===== src/pdc_pkg.sv =====
// Purpose: shared constants and carrier types of the pll divider config logic
// Assumes: 100 MHz mclk, all configuration pins asynchronous to mclk
// Notes: field positions of the serial word and of the status word live here
package pdc_pkg;

    // ****************************************
    // widths and serial word layout
    // ****************************************
    localparam int M_W = 9;
    localparam int N_W = 2;
    localparam int T_W = 3;
    localparam int SR_W = 14;
    localparam int SR_M_LSB = 0;
    localparam int SR_N_LSB = 9;
    localparam int SR_T_LSB = 11;

    // ****************************************
    // divider codes
    // ****************************************
    localparam logic [2:0] REF_HALF_LAST = 3'h7;
    localparam logic [1:0] N_DIV1 = 2'h3;
    localparam logic [1:0] N_DIV2 = 2'h0;
    localparam logic [1:0] N_DIV4 = 2'h1;
    localparam logic [1:0] N_DIV8 = 2'h2;

    // ****************************************
    // probe select codes
    // ****************************************
    localparam logic [2:0] T_OFF = 3'h0;
    localparam logic [2:0] T_REF = 3'h1;
    localparam logic [2:0] T_FB = 3'h2;
    localparam logic [2:0] T_VCO = 3'h3;
    localparam logic [2:0] T_FOUT = 3'h4;
    localparam logic [2:0] T_OSC = 3'h5;
    localparam logic [2:0] T_SCLK = 3'h6;
    localparam logic [2:0] T_SHIFT = 3'h7;

    // ****************************************
    // timing
    // ****************************************
    localparam int CLK_MHZ = 100;
    localparam int LOCK_TIME_MS = 10;
    localparam int LOCK_CYCLES = LOCK_TIME_MS * 1000 * CLK_MHZ;
    localparam int SETTLE_W = 20;

    // ****************************************
    // register map
    // ****************************************
    localparam logic [7:0] ADR_CTRL = 8'h00;
    localparam logic [7:0] ADR_STATUS = 8'h04;
    localparam logic [7:0] ADR_SHIFT = 8'h08;
    localparam int CTRL_RUN_BIT = 0;
    localparam logic CTRL_RUN_RST = 1'b1;
    localparam int ST_M_LSB = 0;
    localparam int ST_N_LSB = 9;
    localparam int ST_T_LSB = 11;
    localparam int ST_SER_BIT = 14;
    localparam int ST_PLOAD_BIT = 15;
    localparam int ST_SETTLE_BIT = 16;

    // ****************************************
    // carriers
    // ****************************************
    typedef struct packed {
        logic [M_W-1:0] m;
        logic [N_W-1:0] n;
        logic par_load;
        logic ser_clk;
        logic ser_data;
        logic ser_load;
        logic ref_osc;
        logic vco_clk;
    } pdc_pins_t;

    // pulled-up pins read one until the pad says otherwise
    localparam pdc_pins_t PIN_RST = '{m: 9'h1ff, n: 2'h3, default: 1'b0};

    typedef struct packed {
        logic cyc;
        logic stb;
        logic we;
        logic [7:0] adr;
        logic [3:0] sel;
        logic [31:0] dat;
    } pdc_wb_req_t;

endpackage


===== src/pdc_sync.sv =====
// Purpose: two flop synchroniser for a bundle of asynchronous levels
// Assumes: each bit is a level held long enough to be seen by mclk
// Notes: first stage feeds the second stage only
`timescale 1ns/100ps
module pdc_sync #(
    parameter int W = 1,
    parameter logic [W-1:0] RST = '0
) (
    input wire logic mclk,
    input wire logic rst_b,
    input wire logic [W-1:0] d,
    output logic [W-1:0] q
);

    logic [1:0][W-1:0] st_reg;
    logic [1:0][W-1:0] st_next;

    always_comb begin
        st_next = {st_reg[0], d};
    end

    always_ff @(posedge mclk or negedge rst_b) begin
        if (!rst_b) begin
            st_reg <= {RST, RST};
        end else begin
            st_reg <= st_next;
        end
    end

    assign q = st_reg[1];

endmodule


===== src/pdc_core.sv =====
// Purpose: configuration latches, shift register and digital dividers of a pll synthesizer
// Assumes: pins asynchronous to mclk; vco and reference are modelled as slow sampled levels
// Notes: wishbone classic slave with control, status and shift readback registers
`timescale 1ns/100ps

// Contract
// - reference divided by fixed sixteen
// - vco divided by feedback divisor
// - post divider ratio one two four eight
// - post divider output fifty percent duty
// - parallel strobe rise captures M and N pins
// - parallel path overrides serial commits
// - undriven divisor pins read as one
// - fourteen bit shift on serial clock rise
// - serial strobe fall commits when parallel high
// - probe select bits pick observation node
// - divisor is plain unsigned binary
// - serial order probe, post, divisor, msb first
// - parallel latches transparent while strobe low
// - probe bits forced zero while strobe low
// - post codes 11=1 00=2 01=4 10=8
module pdc_core #(
    parameter int LOCK_CYC = pdc_pkg::LOCK_CYCLES
) (
    input wire logic mclk,
    input wire logic rst_b,
    input wire pdc_pkg::pdc_pins_t pins,
    input wire pdc_pkg::pdc_wb_req_t wb_req,
    output logic wb_ack,
    output logic [31:0] wb_dat_r,
    output logic pd_ref,
    output logic pd_fb,
    output logic fout,
    output logic test_node
);
    import pdc_pkg::*;

    // ****************************************
    // state
    // ****************************************
    typedef struct packed {
        pdc_pins_t pin_q;
        logic [SR_W-1:0] shift;
        logic [M_W-1:0] m_act;
        logic [N_W-1:0] n_act;
        logic [T_W-1:0] t_act;
        logic ser_cfg;
        logic [2:0] ref_cnt;
        logic ref_out;
        logic [M_W-1:0] fb_cnt;
        logic fb_out;
        logic [2:0] post_cnt;
        logic fout;
        logic test_node;
        logic run;
        logic [SETTLE_W-1:0] settle;
        logic ack;
        logic [31:0] dat_r;
    } pdc_state_t;

    pdc_state_t st_reg;
    pdc_state_t st_next;
    pdc_pins_t p;
    logic sclk_rise;
    logic sload_fall;
    logic pl_rise;
    logic ref_rise;
    logic vco_rise;
    logic cfg_par;
    logic cfg_ser;
    logic wb_hit;

    // pad pullups resolve undriven M/N pins high; the sync resets to ones too
    pdc_sync #(
        .W($bits(pdc_pins_t)),
        .RST(PIN_RST)
    ) u_sync (
        .mclk(mclk),
        .rst_b(rst_b),
        .d(pins),
        .q(p)
    );

    // ****************************************
    // edge detection on synchronised pins
    // ****************************************
    assign sclk_rise = p.ser_clk & ~st_reg.pin_q.ser_clk;
    assign sload_fall = ~p.ser_load & st_reg.pin_q.ser_load;
    assign pl_rise = p.par_load & ~st_reg.pin_q.par_load;
    assign ref_rise = p.ref_osc & ~st_reg.pin_q.ref_osc;
    assign vco_rise = p.vco_clk & ~st_reg.pin_q.vco_clk;
    assign cfg_par = ~p.par_load | pl_rise;
    assign cfg_ser = ~cfg_par & sload_fall;
    assign wb_hit = wb_req.cyc & wb_req.stb;

    // ****************************************
    // next state
    // ****************************************
    always_comb begin
        st_next = st_reg;
        st_next.pin_q = p;

        // first bit sent ends up at the top: T2 first, M0 last
        if (sclk_rise) begin
            st_next.shift = {st_reg.shift[SR_W-2:0], p.ser_data};
        end

        // low strobe: transparent; rising edge: final capture
        if (cfg_par) begin
            st_next.m_act = p.m;
            st_next.n_act = p.n;
            st_next.t_act = T_OFF;
            st_next.ser_cfg = 1'b0;
        end else if (cfg_ser) begin
            // shift register itself is left as is
            st_next.m_act = st_reg.shift[SR_M_LSB +: M_W];
            st_next.n_act = st_reg.shift[SR_N_LSB +: N_W];
            st_next.t_act = st_reg.shift[SR_T_LSB +: T_W];
            st_next.ser_cfg = 1'b1;
        end

        // status hint for software; the loop itself gets no reset here
        if (st_next.m_act != st_reg.m_act || st_next.n_act != st_reg.n_act) begin
            st_next.settle = SETTLE_W'(LOCK_CYC);
        end else if (st_reg.settle != '0) begin
            st_next.settle = st_reg.settle - 1'b1;
        end

        if (!st_reg.run) begin
            st_next.ref_cnt = '0;
            st_next.ref_out = 1'b0;
            st_next.fb_cnt = '0;
            st_next.fb_out = 1'b0;
            st_next.post_cnt = '0;
            st_next.fout = 1'b0;
        end else begin
            // toggle every eighth rise gives a divide by sixteen
            if (ref_rise) begin
                if (st_reg.ref_cnt == REF_HALF_LAST) begin
                    st_next.ref_cnt = '0;
                    st_next.ref_out = ~st_reg.ref_out;
                end else begin
                    st_next.ref_cnt = st_reg.ref_cnt + 1'b1;
                end
            end
            // unsigned binary modulus; high for the first half of each period
            if (vco_rise) begin
                if (st_reg.fb_cnt >= st_reg.m_act - 1'b1) begin
                    st_next.fb_cnt = '0;
                end else begin
                    st_next.fb_cnt = st_reg.fb_cnt + 1'b1;
                end
                st_next.post_cnt = st_reg.post_cnt + 1'b1;
            end
            st_next.fb_out = st_next.fb_cnt < (st_reg.m_act >> 1);
            // binary counter bits are exact half-duty divides
            case (st_reg.n_act)
                N_DIV1: st_next.fout = p.vco_clk;
                N_DIV2: st_next.fout = st_next.post_cnt[0];
                N_DIV4: st_next.fout = st_next.post_cnt[1];
                N_DIV8: st_next.fout = st_next.post_cnt[2];
                default: st_next.fout = 1'b0;
            endcase
        end

        // kept static when off so the output pair stays clean
        case (st_reg.t_act)
            T_OFF: st_next.test_node = 1'b0;
            T_REF: st_next.test_node = st_reg.ref_out;
            T_FB: st_next.test_node = st_reg.fb_out;
            T_VCO: st_next.test_node = p.vco_clk;
            T_FOUT: st_next.test_node = st_reg.fout;
            T_OSC: st_next.test_node = p.ref_osc;
            T_SCLK: st_next.test_node = p.ser_clk;
            T_SHIFT: st_next.test_node = st_reg.shift[SR_W-1];
            default: st_next.test_node = 1'b0;
        endcase

        // ****************************************
        // wishbone classic slave
        // ****************************************
        st_next.ack = wb_hit & ~st_reg.ack;
        if (wb_hit && !st_reg.ack) begin
            st_next.dat_r = '0;
            case (wb_req.adr)
                ADR_CTRL: st_next.dat_r[CTRL_RUN_BIT] = st_reg.run;
                ADR_STATUS: begin
                    st_next.dat_r[ST_M_LSB +: M_W] = st_reg.m_act;
                    st_next.dat_r[ST_N_LSB +: N_W] = st_reg.n_act;
                    st_next.dat_r[ST_T_LSB +: T_W] = st_reg.t_act;
                    st_next.dat_r[ST_SER_BIT] = st_reg.ser_cfg;
                    st_next.dat_r[ST_PLOAD_BIT] = p.par_load;
                    st_next.dat_r[ST_SETTLE_BIT] = st_reg.settle != '0;
                end
                ADR_SHIFT: st_next.dat_r[SR_W-1:0] = st_reg.shift;
                default: st_next.dat_r = '0;
            endcase
        end
        // write lands on the edge where the master sees ack
        if (wb_hit && st_reg.ack && wb_req.we && wb_req.sel[0] && wb_req.adr == ADR_CTRL) begin
            st_next.run = wb_req.dat[CTRL_RUN_BIT];
        end
    end

    always_ff @(posedge mclk or negedge rst_b) begin
        if (!rst_b) begin
            st_reg <= '{pin_q: PIN_RST, m_act: PIN_RST.m, n_act: PIN_RST.n, run: CTRL_RUN_RST,
                        default: '0};
        end else begin
            st_reg <= st_next;
        end
    end

    assign wb_ack = st_reg.ack;
    assign wb_dat_r = st_reg.dat_r;
    assign pd_ref = st_reg.ref_out;
    assign pd_fb = st_reg.fb_out;
    assign fout = st_reg.fout;
    assign test_node = st_reg.test_node;
endmodule


===== config.mk =====
export PLATFORM = sky130hd
export DESIGN_NAME = pdc_core
export DESIGN_NICKNAME = d
export VERILOG_FILES = /design/src/pdc_pkg.sv /design/src/pdc_sync.sv /design/src/pdc_core.sv
export SDC_FILE = /design/constraint.sdc
export NUM_CORES = 1
export LEC_CHECK = 0
export ABC_CLOCK_PERIOD_IN_PS = 8000
export BUFFER_PORTS_ARGS = -buffer_cell sky130_fd_sc_hd__buf_2
export CAP_MARGIN = 20
export CELL_PAD_IN_SITES_DETAIL_PLACEMENT = 0
export CELL_PAD_IN_SITES_GLOBAL_PLACEMENT = 1
export CORE_ASPECT_RATIO = 1.4
export CORE_MARGIN = 5
export CORE_UTILIZATION = 47
export DETAILED_ROUTE_END_ITERATION = 6
export PLACE_DENSITY_LB_ADDON = 0.1
export SYNTH_ARGS = -nofsm -noshare
export SYNTH_HDL_FRONTEND = slang
export SYNTH_SLANG_ARGS = --single-unit
export TNS_END_PERCENT = 30

===== constraint.sdc =====
create_clock -name mclk -period 8 [get_ports mclk]
set_input_delay 1.6 -clock mclk [delete_from_list [all_inputs] [get_ports mclk]]
set_output_delay 1.6 -clock mclk [all_outputs]
set_load 0.02 [all_outputs]

==> metrics <==
Syn. warnings 0; CP startpoint kind register; CTS sink cnt 126; CTS tree yes; RR Startpoint st_reg[82]; worst-margin pin slew 1070 ps; R2R Path End pd_fb; Tmin final 4090 ps; EDFF count, synth 0; Leak 3.20 nW; reg2reg setup slack 3910 ps; Max Root-Sink Buffers 2; Top Ports 103; final WL 13.3 mm; die area 0.0155 mm2; synthesized cell area 0.00613 mm2; Final WS setup 3910 ps; FF+latch count, synth 126; final critical-path share of the clock period 0.511; final net count 710; grt ovf 0; Clock Latency Late Sink 410 ps; unrepaired setup endpoints after global routing no; fillcell total 1,145; Most used DFF post-synth dfrtp_1; Area Growth Syn to Fin 13.7%; postcts setup bufs 0; Clk pwr share 0.489; Seq/Total Area, Yosys 0.521; worst rel slew slack 0.280; Max Cap Viol 0; maximum VDD drop 145 uV; # diodes 0; CP Capture Type register; worst hold path type reg2reg; setup TNS 0 ps; pwr/cell area 248 mW/mm2; post-synthesis area per instance 10.5 um2; Hold Crit Depth 0; Pre-antenna DRT Iters 7; pin count of the biggest net entering global routing 76; Synth area leader dfrtp_1; count of hold-fix buffers inserted at cts 0; DR iter-0 viols 305; Core Util, Final 0.544; max reg flops 70; Net Switching 0.444 mW; WP data required 8340 ps; DRC errors left 0; Cell Int Power 1.29 mW; core region area 0.0128 mm2; ys async rst share 1.00; Inserted Clock Buffers 17; placed cell area 0.00632 mm2; WL/cell 16.8 um; post-synth cell types 55; initial antenna violation count 0; CP Class reg2reg; hold endpoint u_sync.q[1]; status finished clean; RePlAce Congestion 0.846; post-CTS sizing 0; final hold viol count 0; clock slew at reported path FFs 60 ps; fin cells 788; final slew viol count 0; # rows 49; combinational share of power 0.072; first-pass GRT wire length 22.5 mm; setup violators final 0; share of cells above drive strength 1 0.247; cell area after layout 0.00697 mm2; CP arrival 4430 ps; Sw Share 0.257; gr usage total 0.181; Reg2Reg Depth 15; Buffers on Ports 53; die span in y 145 um; power share of the sequential group 0.439; post-synthesis cell count 586; Starting Density 0.478; post-route ant nets 0; Synth top area share 0.376; detailed-route vias per instance 5.48; Root Buffer clkbuf_16; vias in the first global route 4,382; DR vias 4,315; Final Skew 10.2 ps; Chip Width 107 um; highest clock rate 245 MHz; Placement Setup Slack 3870 ps; DP Cell Count 756; top area cells in the synthesized netlist dfrtp_1, dfstp_2, nand2_1; HP Start u_sync.st_next[18]; Detailed Place HPWL 9.43 mm; critical path peak fanout 8; H-Tree Depth 4
## routing by layer
layer / global-route usage / vias up / wire length [um]
li1: - / 2111 / -
met1: 0.217 / 2092 / 5590
met2: 0.322 / 100 / 7120
met3: 0.0418 / 12 / 404
met4: 0.0557 / 0 / 147
met5: 0 / - / 0
## kinds of logic after synthesis
family / count (synthesis) / synth area share
AO/OA/AOI/OAI: 99 / 0.117
XOR/XNOR: 25 / 0.0357
adder cells (fa/ha/maj): 22 / 0.0449
buffers and inverters: 69 / 0.0663
flip-flops: 126 / 0.521
multiplexers: 23 / 0.0431
other: 1 / 0.000612
AND/OR/NAND/NOR: 221 / 0.171
## placed cells by master, fill, tap and decap left out, types with 16 or more instances in the layout
| cell | count |
|---|---|
| mux2_2 | 17 |
| dfstp_2 | 34 |
| nor2_1 | 56 |
| nand2_1 | 82 |
| ha_1 | 22 |
| buf_2 | 52 |
| xnor2_1 | 16 |
| clkbuf_16 | 17 |
| dfrtp_1 | 92 |
| a21oi_1 | 19 |
## Yosys cell counts, types with 12 or more instances
master / n
a21oi_1: 19
a22oi_1: 13
a31oi_1: 12
buf_4: 33
clkbuf_1: 17
dfrtp_1: 92
dfstp_2: 34
ha_1: 22
inv_1: 15
mux2_2: 17
nand2_1: 82
nand3_1: 12
nor2_1: 56
nor3_1: 14
xnor2_1: 16
## worst max-delay path, cell delays in order (launching register included)
cell and delay (ps):
dfstp_2 420, nor4_1 400, nand2_1 150, nor3_1 190, xnor2_1 150, ha_1 280
nand4_1 100, nor2_1 50, a2111oi_0 350, o21ai_0 320, o21ai_0 330, ha_1 300
a21o_1 160, a21o_1 170, a211oi_1 360, o221a_2 280
## per-stage QoR
| step | total power, mW | hold WS, ps |
|---|---|---|
| 6_report | 1.73 | 347 |
| 5_1_grt | 1.80 | 352 |
| 4_1_cts | 1.75 | 350 |
| 3_5_place_dp | 0.893 | 336 |
| 3_3_place_gp | 0.889 | 332 |
| 2_1_floorplan | 0.842 | 331 |
## final cells by class
class	instances	area, um2	area share
tap	153	191	0.0275
sequential	126	3200	0.459
clock buffer	17	425	0.0610
multi-input combinational	405	2580	0.370
inverter	15	56.3	0.00808
timing repair buffer	57	298	0.0427
clock inverter	15	223	0.0320
## worst max-delay path by stage
stage	from	end	slack, ps
floorplan	st_reg[81]	pd_fb	4430
global placement	st_reg[82]	pd_fb	3900
detailed placement	st_reg[82]	pd_fb	3870
CTS	st_reg[82]	pd_fb	3840
global route	st_reg[82]	pd_fb	3600
finish	st_reg[82]	pd_fb	3910
## power groups by stage
stage	sequential, mW	clock, mW	combinational, mW
final	0.760	0.846	0.124
after global routing	0.765	0.897	0.141
after CTS	0.758	0.864	0.126
after detailed placement	0.769	0	0.125
after global placement	0.767	0	0.122
after floorplan	0.743	0	0.0999
(Power assumes the default switching activity.)
